## config.mk

```make
export PLATFORM = sky130hd
export DESIGN_NAME = rgp_port
export DESIGN_NICKNAME = d
export VERILOG_FILES = /design/src/rgp_pkg.sv /design/src/rgp_port.sv
export SDC_FILE = /design/constraint.sdc
export NUM_CORES = 1
export LEC_CHECK = 0
export ABC_CLOCK_PERIOD_IN_PS = 3020
export BUFFER_PORTS_ARGS = -buffer_cell sky130_fd_sc_hd__clkbuf_2
export CORE_ASPECT_RATIO = 0.6
export CORE_UTILIZATION = 45
export CTS_CLUSTER_DIAMETER = 100
export CTS_CLUSTER_SIZE = 16
export DETAILED_ROUTE_END_ITERATION = 10
export PLACE_DENSITY = 0.7
export RECOVER_POWER = 50
export SLEW_MARGIN = 20
export SYNTH_ARGS = -nofsm -noshare
export SYNTH_HDL_FRONTEND = slang
export SYNTH_SLANG_ARGS = --single-unit
```

## constraint.sdc

```tcl
create_clock -name pclk -period 3.02 [get_ports pclk]
set_input_delay 0.453 -clock pclk [delete_from_list [all_inputs] [get_ports pclk]]
set_output_delay 0.453 -clock pclk [all_outputs]
set_load 0.03 [all_outputs]
```

## src/rgp_pkg.sv

```systemverilog
// rgp_pkg: shared constants and carriers for the reduced mii / gigabit port
// assumes a single 10 MHz register clock; all pin timing is in cycles of it
package rgp_pkg;

  // clock of the register side
  localparam int unsigned CLK_HZ = 10_000_000;
  localparam int unsigned CLK_PERIOD_PS = 100_000;

  // reference and interface clock figures, in their own units
  localparam int unsigned REF_CLK_MHZ = 50;
  localparam int unsigned XTAL_MHZ = 25;
  localparam int unsigned DELAY_MIN_PS = 1500;
  // delay taps of one register clock each; a least time rounds up
  localparam int unsigned DELAY_TAPS = (DELAY_MIN_PS + CLK_PERIOD_PS - 1) / CLK_PERIOD_PS;
  // at 10 Mbps one dibit stands for ten reference cycles
  localparam int unsigned DIBIT_HOLD_10M = 10;
  // edges after release before the synchronised straps are caught
  localparam int unsigned STRAP_SETTLE = 2;

  // interface select strap encodings
  localparam logic [1:0] SEL_RGMII = 2'h3;
  localparam logic [1:0] SEL_RMII = 2'h1;

  // register byte offsets (apb, one word each)
  localparam logic [7:0] OFS_CTRL_FIRST = 8'h00;
  localparam logic [7:0] OFS_CTRL_SECOND = 8'h04;
  localparam logic [7:0] OFS_STATUS = 8'h0C;

  // first control register fields
  localparam int unsigned F_FORCE_EN = 0;
  localparam int unsigned F_FORCE_SPD = 1;
  localparam int unsigned F_DUPLEX = 3;
  // second control register fields
  localparam int unsigned F_IBS_EN = 2;
  localparam int unsigned F_RX_DLY = 3;
  localparam int unsigned F_TX_DLY = 4;

  // speed codes
  typedef enum logic [1:0] {
    RGP_SPD_10 = 2'h0,
    RGP_SPD_100 = 2'h1,
    RGP_SPD_1000 = 2'h2
  } rgp_speed_e;

  // apb request carrier
  typedef struct packed {
    logic psel;
    logic penable;
    logic pwrite;
    logic [7:0] paddr;
    logic [31:0] pwdata;
  } rgp_apb_req_s;

  // in-band status as seen by software
  typedef struct packed {
    logic link_up;
    logic [1:0] speed;
    logic full_duplex;
  } rgp_ibs_s;

endpackage

```

## src/rgp_port.sv

```systemverilog
// rgp_port: port-side logic of the reduced 10/100 and reduced gigabit mac port
// assumes link pins are sampled on pclk through two flops; the analog clock
// paths are modelled by a tap delay and a divider on pclk for simulation
//
// Behaviour
// reduced 10/100 uses one 50MHz reference
// separate two-bit transmit and receive paths
// strap high: external reference clock input used
// strap low: drive reference out, ignore input
// tx enable/data in, crs/err/data out
// external phy wired crosswise by the board
// gigabit mode runs 10/100/1000, half/full
// mac side sources the transmit clock
// device sources receive clock per speed
// gigabit nibbles on both clock edges; rx_data here changes on rising rx clock edges only
// control line merges valid and error
// select strap 11 picks gigabit mode
// speed strap picks 1000 or 100
// control register forces 1000/100/10
// non-status phy should have fixed speed
// optional delay on tx or rx clock
// tx delay resets off, rx delay on
// in-band status adapts speed and duplex; here only link_speed follows it, full_duplex is just read back
// status enable from strap or bit 2
// status disabled without a capable phy
// in-band status readable by software
// tx pins enter, rx pins leave device
// dibits sampled on rising reference edge
//
// Decided for this implementation: register access over APB and the register addresses.
`timescale 1ns/1ps
`default_nettype none

module rgp_port
  import rgp_pkg::*;
#(
  parameter int unsigned HOLD_10M = DIBIT_HOLD_10M
) (
  // clock and reset
  input wire logic pclk,
  input wire logic presetn,
  // apb slave
  input wire logic psel,
  input wire logic penable,
  input wire logic pwrite,
  input wire logic [7:0] paddr,
  input wire logic [31:0] pwdata,
  output logic [31:0] prdata,
  output logic pready,
  output logic pslverr,
  // straps
  input wire logic clock_mode_strap,
  input wire logic [1:0] if_select_strap,
  input wire logic speed_strap,
  // reference clock pins
  input wire logic crystal_input,
  input wire logic ref_clock_in,
  output logic ref_clock_out,
  // transmit pins (into the device)
  input wire logic tx_clock,
  input wire logic tx_ctl,
  input wire logic [3:0] tx_data,
  // receive pins (out of the device)
  output logic rx_clock,
  output logic rx_ctl,
  output logic rx_err,
  output logic [3:0] rx_data,
  // switch-side stream
  output logic sw_rx_valid,
  output logic sw_rx_error,
  output logic [3:0] sw_rx_data,
  input wire logic sw_tx_valid,
  input wire logic sw_tx_error,
  input wire logic [3:0] sw_tx_data,
  // mode readback
  output logic gigabit_mode,
  output logic [1:0] link_speed
);

  // elaboration check: the hold count must fit the counter
  if (HOLD_10M < 1 || HOLD_10M > 255) begin : g_bad_hold
    $error("rgp_port: HOLD_10M out of range");
  end

  // speed choice: software override first, then in-band status, then the strap
  function automatic logic [1:0] spd_from(input logic force_en, input logic [1:0] fspd,
                                          input logic ibs_on, input logic [1:0] ibs_spd,
                                          input logic strap_gig);
    if (force_en) begin
      spd_from = fspd;
    end else if (ibs_on) begin
      spd_from = ibs_spd;
    end else begin
      spd_from = strap_gig ? RGP_SPD_1000 : RGP_SPD_100;
    end
  endfunction

  ////////////////////////////////////////////////////////////////////////////
  // input synchronisers

  logic [11:0] sync1; // first stage, read only by sync2
  logic [11:0] sync2; // second stage, safe to use
  // straps are pins too, so they ride the same two flops
  wire [11:0] pin_vec = {crystal_input, ref_clock_in, tx_clock, tx_ctl, tx_data,
                         clock_mode_strap, if_select_strap, speed_strap};

  // two flops for every asynchronous pin
  always_ff @(posedge pclk or negedge presetn) begin
    if (!presetn) begin
      sync1 <= 12'h000;
      sync2 <= 12'h000;
    end else begin
      sync1 <= pin_vec;
      sync2 <= sync1;
    end
  end

  wire s_xtal = sync2[11];
  wire s_refin = sync2[10];
  wire s_txclk = sync2[9];
  wire s_txctl = sync2[8];
  wire [3:0] s_txd = sync2[7:4];
  wire s_clk_mode = sync2[3];
  wire [1:0] s_if_sel = sync2[2:1];
  wire s_spd_strap = sync2[0];

  ////////////////////////////////////////////////////////////////////////////
  // strap capture after reset release

  logic strap_done; // straps latched once
  logic strap_clk_mode; // clock-mode strap as caught
  logic strap_gig_if; // gigabit interface chosen
  logic strap_gig_spd; // speed strap as caught
  logic [1:0] strap_wait; // edges since release

  // straps are caught once the flops hold them, never in reset
  always_ff @(posedge pclk or negedge presetn) begin
    if (!presetn) begin
      strap_wait <= 2'h0;
      strap_done <= 1'b0;
      strap_clk_mode <= 1'b0;
      strap_gig_if <= 1'b0;
      strap_gig_spd <= 1'b0;
    end else if (!strap_done) begin
      if (strap_wait == 2'(STRAP_SETTLE)) begin
        strap_done <= 1'b1;
        strap_clk_mode <= s_clk_mode;
        strap_gig_if <= (s_if_sel == SEL_RGMII);
        strap_gig_spd <= s_spd_strap;
      end else begin
        strap_wait <= strap_wait + 2'h1;
      end
    end
  end

  ////////////////////////////////////////////////////////////////////////////
  // registers

  logic force_en; // software speed override
  logic [1:0] force_spd; // forced speed code
  logic force_dup; // forced duplex
  logic ibs_sw_en; // software in-band status enable
  logic ibs_sw_set; // software has written the enable
  logic rx_dly_en; // delay receive clock
  logic tx_dly_en; // delay transmit clock
  rgp_ibs_s ibs_stat; // in-band status seen from the phy

  wire wr_acc = psel && penable && pwrite;
  wire hit_c1 = (paddr == OFS_CTRL_FIRST);
  wire hit_c2 = (paddr == OFS_CTRL_SECOND);
  wire hit_st = (paddr == OFS_STATUS);
  wire addr_ok = hit_c1 || hit_c2 || hit_st;

  // register writes; delay bits reset to documented defaults
  always_ff @(posedge pclk or negedge presetn) begin
    if (!presetn) begin
      force_en <= 1'b0;
      force_spd <= RGP_SPD_1000;
      force_dup <= 1'b1;
      ibs_sw_en <= 1'b0;
      ibs_sw_set <= 1'b0;
      rx_dly_en <= 1'b1;
      tx_dly_en <= 1'b0;
    end else if (wr_acc && hit_c1) begin
      force_en <= pwdata[F_FORCE_EN];
      force_spd <= (pwdata[F_FORCE_SPD +: 2] == 2'h3) ? RGP_SPD_1000 : pwdata[F_FORCE_SPD +: 2];
      force_dup <= pwdata[F_DUPLEX];
    end else if (wr_acc && hit_c2) begin
      ibs_sw_en <= pwdata[F_IBS_EN];
      ibs_sw_set <= 1'b1;
      rx_dly_en <= pwdata[F_RX_DLY];
      tx_dly_en <= pwdata[F_TX_DLY];
    end
  end

  // strap gives the default until software writes the bit
  wire ibs_on = ibs_sw_set ? ibs_sw_en : strap_clk_mode;

  // read mux; unmapped addresses read zero with pslverr
  wire [31:0] rd_c1 = {27'h0, force_dup, 1'b0, force_spd, force_en};
  wire [31:0] rd_c2 = {27'h0, tx_dly_en, rx_dly_en, ibs_on, 2'h0};
  wire [31:0] rd_st = {28'h0, ibs_stat};
  wire [31:0] rd_mux = hit_c1 ? rd_c1 : hit_c2 ? rd_c2 : hit_st ? rd_st : 32'h0;

  assign pready = 1'b1; // zero wait states
  assign pslverr = psel && penable && !addr_ok;

  // read data registered in the setup phase so it stands in the access phase
  always_ff @(posedge pclk or negedge presetn) begin
    if (!presetn) begin
      prdata <= 32'h0;
    end else if (psel && !penable) begin
      prdata <= rd_mux;
    end
  end

  ////////////////////////////////////////////////////////////////////////////
  // speed selection

  wire gig = strap_gig_if;
  wire [1:0] spd = gig ? spd_from(force_en, force_spd, ibs_on, ibs_stat.speed, strap_gig_spd)
                       : (force_en && force_spd == RGP_SPD_10 ? RGP_SPD_10 : RGP_SPD_100);
  assign gigabit_mode = gig;
  assign link_speed = spd;

  ////////////////////////////////////////////////////////////////////////////
  // reference clock and receive clock generation

  logic [1:0] div_cnt; // divider count, tied to zero and unused
  logic ref_out_q; // reference out (toggles on each crystal edge, crystal rate)
  logic [7:0] rxc_cnt; // receive clock period counter
  logic rxc_q; // receive clock before delay
  typedef logic [DELAY_TAPS-1:0] rgp_dly_t; // shift form keeps a single tap legal
  logic [DELAY_TAPS-1:0] rxc_dly; // delay line for rx clock

  // the true 50MHz is a pll off the crystal; here a toggle on crystal edges
  // stands in, which runs at the crystal rate rather than twice it
  logic xtal_d;
  always_ff @(posedge pclk or negedge presetn) begin
    if (!presetn) begin
      xtal_d <= 1'b0;
      ref_out_q <= 1'b0;
    end else begin
      xtal_d <= s_xtal;
      if (s_xtal != xtal_d) begin
        ref_out_q <= ~ref_out_q;
      end
    end
  end
  // output only in reduced mode with the clock-mode strap low
  assign ref_clock_out = (!gig && !strap_clk_mode) ? ref_out_q : 1'b0;

  // rx clock divider: ratio per speed, scaled to the model clock
  wire [7:0] rxc_half = (spd == RGP_SPD_1000) ? 8'h01 : (spd == RGP_SPD_100) ? 8'h05 : 8'h32;
  always_ff @(posedge pclk or negedge presetn) begin
    if (!presetn) begin
      rxc_cnt <= 8'h00;
      rxc_q <= 1'b0;
      rxc_dly <= '0;
    end else begin
      if (rxc_cnt >= rxc_half - 8'h01) begin
        rxc_cnt <= 8'h00;
        rxc_q <= ~rxc_q;
      end else begin
        rxc_cnt <= rxc_cnt + 8'h01;
      end
      rxc_dly <= (rxc_dly << 1) | rgp_dly_t'(rxc_q);
    end
  end
  assign rx_clock = gig ? (rx_dly_en ? rxc_dly[DELAY_TAPS-1] : rxc_q) : 1'b0;
  assign div_cnt = 2'h0;

  ////////////////////////////////////////////////////////////////////////////
  // transmit side: pins into the switch

  logic [DELAY_TAPS-1:0] txc_dly; // optional tx clock delay
  logic txc_prev; // previous effective tx clock
  // reference edge source: external input in normal mode, own clock otherwise
  wire rmii_ref = strap_clk_mode ? s_refin : ref_out_q;
  wire txc_raw = gig ? s_txclk : rmii_ref;
  wire txc_eff = (gig && tx_dly_en) ? txc_dly[DELAY_TAPS-1] : txc_raw;
  wire tx_rise = txc_eff && !txc_prev;
  wire tx_fall = !txc_eff && txc_prev;
  logic [7:0] hold_cnt; // 10 Mbps dibit repeat counter
  logic tx_err_q; // error half of the control line

  always_ff @(posedge pclk or negedge presetn) begin
    if (!presetn) begin
      txc_dly <= '0;
      txc_prev <= 1'b0;
      hold_cnt <= 8'h00;
      sw_rx_valid <= 1'b0;
      sw_rx_error <= 1'b0;
      sw_rx_data <= 4'h0;
      tx_err_q <= 1'b0;
    end else begin
      txc_dly <= (txc_dly << 1) | rgp_dly_t'(txc_raw);
      txc_prev <= txc_eff;
      if (gig && tx_rise) begin
        sw_rx_valid <= s_txctl; // valid on rising edge
        sw_rx_data <= s_txd;
      end else if (gig && tx_fall) begin
        tx_err_q <= s_txctl ^ sw_rx_valid; // error xor at falling edge
        sw_rx_error <= s_txctl ^ sw_rx_valid;
        if (spd == RGP_SPD_1000) begin
          sw_rx_data <= s_txd; // second nibble
        end
      end else if (!gig && tx_rise) begin
        // sample dibit on rising ref edge; 10M takes one per HOLD_10M
        if (spd != RGP_SPD_10 || hold_cnt == 8'h00) begin
          sw_rx_valid <= s_txctl;
          sw_rx_data <= {2'h0, s_txd[1:0]};
          sw_rx_error <= 1'b0;
        end
        hold_cnt <= (hold_cnt >= 8'(HOLD_10M - 1)) ? 8'h00 : hold_cnt + 8'h01;
      end
    end
  end

  ////////////////////////////////////////////////////////////////////////////
  // receive side: switch out to the pins, and in-band status capture

  logic rx_prev; // previous generated rx clock
  logic [7:0] rx_hold; // 10 Mbps dibit repeat
  wire rx_rise = rxc_q && !rx_prev;
  wire rx_fall = !rxc_q && rx_prev;
  wire ref_rise = tx_rise; // one reference times both directions

  always_ff @(posedge pclk or negedge presetn) begin
    if (!presetn) begin
      rx_prev <= 1'b0;
      rx_hold <= 8'h00;
      rx_ctl <= 1'b0;
      rx_err <= 1'b0;
      rx_data <= 4'h0;
      ibs_stat <= '0;
    end else begin
      rx_prev <= rxc_q;
      if (gig && rx_rise) begin
        rx_ctl <= sw_tx_valid;
        rx_data <= sw_tx_data;
      end else if (gig && rx_fall) begin
        rx_ctl <= sw_tx_valid ^ sw_tx_error;
        rx_err <= 1'b0;
      end else if (!gig && ref_rise) begin
        if (spd != RGP_SPD_10 || rx_hold == 8'h00) begin
          rx_ctl <= sw_tx_valid; // crs/valid
          rx_err <= sw_tx_error;
          rx_data <= {2'h0, sw_tx_data[1:0]};
        end
        rx_hold <= (rx_hold >= 8'(HOLD_10M - 1)) ? 8'h00 : rx_hold + 8'h01;
      end
      // phy sends status in the idle gap: ctl low, data = dup,spd,link
      if (gig && ibs_on && tx_rise && !s_txctl) begin
        ibs_stat.link_up <= s_txd[0];
        ibs_stat.speed <= (s_txd[2:1] == 2'h3) ? RGP_SPD_1000 : s_txd[2:1];
        ibs_stat.full_duplex <= s_txd[3];
      end
    end
  end

  wire unused_ok = &{1'b0, div_cnt, tx_err_q, force_dup};

endmodule

`default_nettype wire

```

==> impl_metrics.csv, run 1 <==
group,metric,value,unit
grt,grt-ovfl-total,0,
worst_setup_path,r2r_end,"rxc_q$_DFFE_PN0P_",
synth,synth.avg_cell_area,11.5,µm²
sta,layout_min_cycle_time,2.80,ns
synth,netlist.area_leader.share,0.521,
sta,setup_violations,0,
worst_setup_path,required,3.26,ns
finish,final_nets,510,
finish,diodes,0,
cts,clockRootBuffer,"clkbuf_16",
synth,synth_top_area_cell,"dfrtp_1",
place,port_buffers,58,
worst_setup_path,end_kind,"flip-flop",
cts,ctsHoldBuffers,0,
place,placed_cells,529,
min_path,min_path_cells,1,
power,p_leak,2.31,nW
synth,mappedNetlistArea,4130,µm²
synth,synth_top_family_by_area,"simple AND/OR/NAND/NOR gates",
sta,tightest_slew,2.14,ns
cts,cts_buffers,9,
die,core_area,8720,µm²
finish,area_growth,15.5,%
synth,synth_cells,361,
place,place.gp.congestion,0.814,
synth,synth_xor_area_frac,0.0275,
outcome,outcome,"finished, violations left",
synth,synth-main-ff-cell,"dfrtp_1",
synth,synth_edf_count,0,
sta,fin_hold_ws,0.210,ns
cts,clk_path_buf_depth,2,
sta,report.final.slew_viol_count,43,
cts,clk_pin_slew,0.07,ns
min_path,hold_path.class,"input pin to flip-flop",
finish,layout_common_cells,"86 x dfrtp_1, 59 x clkbuf_2, 31 x conb_1",
drt,drc,0,
synth,synth_fa_ha_area_frac,0.0575,
worst_setup_path,start_kind,"flip-flop",
synth,synth_area_leaders,"dfrtp_1 52%, ha_1 5.8%, mux2_2 5.2%, buf_4 5.1%, nand3_1 2.1%",
synth,synth-compound-area-share,0.108,
cts,clk_latency,0.34,ns
worst_setup_path,worstPathCellList,"mux2i_1 -> buf_4 -> o21ai_0 -> nand3_1 -> ha_1 -> inv_1 -> ha_1 -> a21oi_1 -> o21ai_1 -> mux2_2 -> a311oi_1",
worst_setup_path,critPathMaxStageDelay,0.39,ns
die,dieHeight,76.2,µm
finish,drive_gt1_frac,0.263,
sta,fmax,358,MHz
power,ir_drop,0.000356,V
job,cap_violations,1,
sta,maxSlewHeadroom,-0.424,
place,hpwlAfterDp,5.93,mm
place,placed_area,4480,µm²
grt,grt_pass1_vias,2657,
cts,cts_resized,0,
drt,num_vias,2750,
finish,instances_no_fill,545,
synth,synth_warnings,0,
place,pre_cts_ws,0.276,ns
synth,yosys.area_share.simple,0.117,
power,power.density,746,nW/µm²
drt,drt-pass1-iter-count,4,
worst_setup_path,r2r_cells,11,
sta,rsz0062_at_grt,"no",
die,dieWidth,126,µm
grt,grt_antenna_before_repair,0,
cts,htreeDepth,3,
power,power,3.56,mW
drt,post_drt_wl_per_cell,14.6,µm
grt,grt_pass1_wl,13.4,mm
synth,ys_seq_area_frac,0.540,
worst_setup_path,r2r_setup_slack,0.22,ns
sta,setup_ws,0.225,ns
min_path,hold_start,"clock_mode_strap",
synth,synthMuxAreaShare,0.0735,
drt,wirelength,7.98,mm
finish,finish.utilization,0.548,
die,ioPinCount,114,
grt,grt_max_degree,43,
drt,avgViaCountPerCell,5.05,
sta,skew,0.00686,ns
sta,tns,0,ns
worst_setup_path,r2r_start,"ibs_sw_set$_DFFE_PN0P_",
worst_setup_path,path_max_fanout,4,
cts,cts.sinks,89,
synth,ys_async_sr_fraction,1.00,
drt,drtAntennaViolNets,0,
worst_setup_path,critPathArrivalTime,3.04,ns
worst_setup_path,worst_path_most_repeated_cell,"ha_1",
worst_setup_path,slowest_stage,"dfrtp_1",
drt,drt_iter0_markers,96,
die,initial_core_util,0.474,
grt,track_usage,0.180,
cts,cts_setup_buffers,0,
sta,finalHoldViolCount,0,
sta,fin_crit_sh,0.926,
min_path,whs_endpoint,"sync1[3]$_DFF_PN0_",
cts,cts_tree,"yes",
synth,ys_seq_elements,89,
outcome,violations,"max-capacitance violations, max-slew violations",
synth,yosysUniqueCellTypes,50,
die,num_rows,26,
finish,final_common_cell,"dfrtp_1",
finish,fillers,765,
worst_setup_path,critPathKind,"flip-flop to flip-flop",
finish,final_area,4770,µm²
die,dieArea,9590,µm²
-- worst max path at each step --
stage / start / end / slack, ns
after detailed placement: ibs_sw_set$_DFFE_PN0P_ / rxc_q$_DFFE_PN0P_ / 0.28
after global routing: strap_clk_mode$_DFFE_PN0P_ / rxc_q$_DFFE_PN0P_ / 0.00009
after CTS: strap_clk_mode$_DFFE_PN0P_ / rxc_q$_DFFE_PN0P_ / 0.23
after floorplan: ibs_sw_set$_DFFE_PN0P_ / rxc_q$_DFFE_PN0P_ / 0.01
after global placement: ibs_sw_set$_DFFE_PN0P_ / rxc_q$_DFFE_PN0P_ / 0.35
final: ibs_sw_set$_DFFE_PN0P_ / rxc_q$_DFFE_PN0P_ / 0.22
-- routing by layer --
| layer | vias up | global-route usage | wire, µm |
|---|---|---|---|
| li1 | 1356 | - | - |
| met1 | 1338 | 0.264 | 4100 |
| met2 | 50 | 0.256 | 3540 |
| met3 | 6 | 0.0499 | 273 |
| met4 | 0 | 0.0566 | 65 |
| met5 | - | 0 | 0 |
-- worst max-delay path: cells and delay by family (launching register included) --
| family | cells | cell delay, ns |
|---|---|---|
| AO/OA/AOI/OAI | 4 | 0.75 |
| adder cells (fa/ha/maj) | 2 | 0.62 |
| multiplexers | 2 | 0.53 |
| flip-flops | 1 | 0.39 |
| buffers and inverters | 2 | 0.24 |
| AND/OR/NAND/NOR | 1 | 0.18 |
-- where the power goes --
group / switching [mW] / internal, mW / leakage [nW]
logic: 0.562 / 0.331 / 1.05
clock network: 0.511 / 0.591 / 0.150
registers: 0.184 / 1.38 / 1.11
-- flip-flops by register name, indices dropped and copies added, names as in the netlist, 2 cells and up --
signal and cells:
sync1 12, sync2 12, hold_cnt 8, rx_hold 8, rxc_cnt 8, prdata 5, ibs_stat 4, rx_data 4
sw_rx_data 4, force_spd 2, strap_wait 2
-- cell families (layout without fill, tap and decap cells) --
family / count (synthesis) / count (layout)
AOI/OAI and AO/OA: 64 / 64
other: 2 / 31
DFF: 89 / 89
and+or+nand+nor: 93 / 93
xor gates and xnor gates: 13 / 13
buffers and inverters: 54 / 97
adders and majority gates: 19 / 19
muxes: 27 / 27
-- cells in the mapped netlist (6+ instances only) --
master,count
inv_1,16
dfrtp_1,86
a21oi_1,10
xnor2_1,8
nor2_1,19
nand3_1,17
mux2i_1,6
clkbuf_1,10
o21ai_0,17
nand2_1,20
buf_4,28
mux2_2,19
a211oi_1,10
ha_1,19
-- final cells by class --
cell class / instances / area, µm² / area share
multi-input cells: 247 / 1700 / 0.357
clock inverters: 7 / 76.3 / 0.0160
flip-flops and latches: 89 / 2230 / 0.467
inverters: 16 / 60.1 / 0.0126
repair buffers: 65 / 337 / 0.0705
clock buffers: 9 / 225 / 0.0472
well taps: 112 / 140 / 0.0294
Power figures use the tool's default switching activity.
==> inputs of run 2 (changes only) <==
--- a/config.mk
+++ b/config.mk
@@ -5,6 +5,7 @@
 export SDC_FILE = /design/constraint.sdc
 export NUM_CORES = 1
 export LEC_CHECK = 0
+export ABC_AREA = 1
 export ABC_CLOCK_PERIOD_IN_PS = 3020
 export BUFFER_PORTS_ARGS = -buffer_cell sky130_fd_sc_hd__clkbuf_2
 export CORE_ASPECT_RATIO = 0.6
==> run 2 against run 1 <==
- synthesized cell count up 24%
- sequential share of layout area down 0.41 points
- clock power up 9%
- setup slack better by 0.0031 ns
- the flow now finishes without violations
- wire length down 1.9%
- count of clock-buffer cells in the layout up 1
- flip-flop and latch count unchanged
- combinational power down 7.3%
- global-route usage down 0.22 points
- first-iteration DRC count up 150%
- fmax up 0.11%
- largest power group unchanged
==> impl_metrics.csv, run 2 <==
group,metric,value,unit
drt,avgViaCountPerCell,4.74,
place,hpwlAfterDp,5.99,mm
grt,grt_pass1_vias,2859,
synth,synth.avg_cell_area,9.22,µm²
power,p_clk_frac,0.341,
synth,synth_cells,449,
place,place.gp.congestion,0.836,
synth,synthTopCellsByCount,"96 x nand2_1, 86 x dfrtp_1, 55 x inv_1, 44 x nor2_1, 33 x nand3_1",
finish,layout_common_cells,"96 x nand2_1, 86 x dfrtp_1, 57 x clkbuf_2",
worst_setup_path,critPathKind,"flip-flop to flip-flop",
sta,fin_crit_sh,0.924,
sta,tns,0,ns
drt,drc,0,
worst_setup_path,path_max_fanout,8,
worst_setup_path,end_kind,"flip-flop",
worst_setup_path,r2r_start,"ibs_sw_set$_DFFE_PN0P_",
die,dieArea,9600,µm²
drt,num_vias,3029,
worst_setup_path,critPathArrivalTime,3.04,ns
cts,cts.sinks,89,
cts,cts_buffers,9,
sta,tightest_slew,1.36,ns
cts,clockRootBuffer,"clkbuf_16",
min_path,hold_start,"ref_clock_in",
cts,htreeDepth,3,
synth,synth_area_leaders,"dfrtp_1 52%, nand2_1 8.7%, ha_1 5.7%, buf_4 5.3%, inv_1 5.0%",
synth,ys_async_sr_fraction,1.00,
synth,synth_top_area_cell,"dfrtp_1",
worst_setup_path,r2r_cells,14,
place,pre_cts_ws,0.164,ns
power,p_leak,2.60,nW
power,p_sw,1.18,mW
drt,drtAntennaViolNets,0,
die,dieHeight,76.3,µm
min_path,whs_endpoint,"sync1[10]$_DFF_PN0_",
cts,cts_tree,"yes",
synth,yosysMostFrequentCell,"nand2_1",
die,ioPinCount,114,
synth,ys_seq_elements,89,
cts,clk_path_buf_depth,2,
grt,grt_max_degree,57,
worst_setup_path,critPathMaxStageDelay,0.36,ns
synth,ys_seq_area_frac,0.539,
finish,diodes,0,
finish,final_nets,604,
finish,drive_gt1_frac,0.175,
sta,setup_violations,0,
finish,final_common_cell,"nand2_1",
drt,wirelength,7.83,mm
outcome,outcome,"complete, no violations",
power,sw_frac_of_total,0.334,
worst_setup_path,worstPathCellList,"inv_1 -> or2_1 -> o21ai_1 -> nand2_1 -> nand3_1 -> o221ai_1 -> ha_1 -> inv_1 -> ha_1 -> nand2_1 -> inv_1 -> nor4_1 -> nand3_2 -> nor3b_1",
grt,grt_pass1_wl,13.4,mm
power,internal_power,2.35,mW
cts,cts_setup_buffers,0,
power,seq_power_share,0.425,
sta,report.final.slew_viol_count,0,
worst_setup_path,slowest_stage,"dfrtp_1",
place,placed_cells,623,
grt,track_usage,0.177,
sta,skew,0.00874,ns
power,power,3.53,mW
worst_setup_path,required,3.27,ns
cts,ctsHoldBuffers,0,
sta,layout_min_cycle_time,2.79,ns
finish,area_growth,16.3,%
die,initial_core_util,0.475,
worst_setup_path,worst_path_most_repeated_cell,"inv_1",
grt,grt_antenna_before_repair,0,
min_path,min_path_cells,1,
die,core_area,8720,µm²
sta,maxSlewHeadroom,0.0923,
sta,finalHoldViolCount,0,
job,cap_violations,0,
grt,grt-ovfl-total,0,
finish,instances_no_fill,639,
synth,synth_edf_count,0,
die,num_rows,26,
sta,fmax,358,MHz
place,port_buffers,58,
drt,drt-pass1-iter-count,4,
worst_setup_path,r2r_setup_slack,0.23,ns
synth,yosysUniqueCellTypes,34,
cts,clk_latency,0.34,ns
power,power.density,734,nW/µm²
cts,clk_pin_slew,0.07,ns
finish,reg_top3,"sync1 (12), sync2 (12)",
worst_setup_path,r2r_end,"rxc_cnt[2]$_DFF_PN0_",
sta,setup_ws,0.228,ns
finish,fillers,796,
synth,synth_warnings,0,
min_path,hold_path.class,"input pin to flip-flop",
power,ir_drop,0.000419,V
drt,post_drt_wl_per_cell,12.2,µm
synth,netlist.area_leader.share,0.520,
synth,synth-main-ff-cell,"dfrtp_1",
die,dieWidth,126,µm
power,p_comb_frac,0.235,
synth,mappedNetlistArea,4140,µm²
worst_setup_path,start_kind,"flip-flop",
drt,drt_iter0_markers,239,
run 2: cell types whose count changed in the layout (fill, tap and decap cells not counted), moves of 8 or more:
| cell | change |
|---|---|
| nand2_1 | +76 |
| inv_1 | +40 |
| nor2_1 | +25 |
| mux2_2 | -19 |
| nand3_1 | +15 |
| a211oi_1 | -8 |
run 2: cells by family (layout without fill, tap and decap cells):
group	after synthesis	count (layout)	share of synthesized area
AND/OR/NAND/NOR	203	203	0.225
flip-flops	89	89	0.539
buffers and inverters	88	137	0.108
AO/OA/AOI/OAI	40	40	0.0520
adder cells (fa/ha/maj)	19	19	0.0574
XOR/XNOR	8	8	0.0169
other	2	31	0.00181
run 2: how the worst max path moves through the flow:
stage / from / to / slack (ns) / depth (start not counted)
after detailed placement: strap_clk_mode$_DFFE_PN0P_ / rxc_q$_DFFE_PN0P_ / 0.16 / 12
after global placement: strap_clk_mode$_DFFE_PN0P_ / rxc_q$_DFFE_PN0P_ / 0.21 / 13
final: ibs_sw_set$_DFFE_PN0P_ / rxc_cnt[2]$_DFF_PN0_ / 0.23 / 14
after floorplan: gigabit_mode$_DFFE_PN0P_ / rxc_q$_DFFE_PN0P_ / 0.19 / 10
after global routing: ibs_sw_set$_DFFE_PN0P_ / rxc_cnt[2]$_DFF_PN0_ / -0.001 / 14
after CTS: strap_clk_mode$_DFFE_PN0P_ / rxc_q$_DFFE_PN0P_ / 0.12 / 12
run 2: worst max-delay path, delay by kind of cell (launching register included):
kind / cells / cell delay (ns)
AND/OR/NAND/NOR: 7 / 1.24
adder cells (fa/ha/maj): 2 / 0.62
buffers and inverters: 3 / 0.16
flip-flops: 1 / 0.36
AO/OA/AOI/OAI: 2 / 0.32
run 2: final cells by class:
type                            count  area [µm²]  area share
Inverter                           58         220      0.0457
Timing Repair Buffer               63         319      0.0663
Clock inverter                      6        97.6      0.0203
Tap cell                          112         140      0.0291
Multi-Input combinational cell    301        1580       0.328
Sequential cell                    89        2230       0.463
Clock buffer                       10         229      0.0475
run 2: stage by stage:
step | util | cell area, µm² | hold slack (ns)
2_1_floorplan | - | 4250 | 0.157
3_3_place_gp | 0.515 | 4490 | 0.333
3_5_place_dp | 0.515 | 4490 | 0.336
4_1_cts | 0.553 | 4820 | 0.187
5_1_grt | 0.552 | 4820 | 0.202
6_report | 0.552 | 4820 | 0.216
run 2: metal layers:
layer,global-route usage,vias up,part of all wire
li1,-,1521,-
met1,0.252,1430,0.51
met2,0.263,68,0.44
met3,0.0471,10,0.040
met4,0.0614,0,0.013
met5,0,-,0
run 2: timing repair:
item,CTS,global route
hold endpoints to repair,0,0
setup endpoints to repair,0,8
gates resized for setup,0,3
run 2: power groups by stage:
stage	sequential [mW]	clock, mW	combinational [mW]
after global placement	1.51	0	0.803
final	1.50	1.20	0.829
after floorplan	1.64	0	0.481
after global routing	1.52	1.29	0.928
after CTS	1.50	1.23	0.840
after detailed placement	1.52	0	0.838
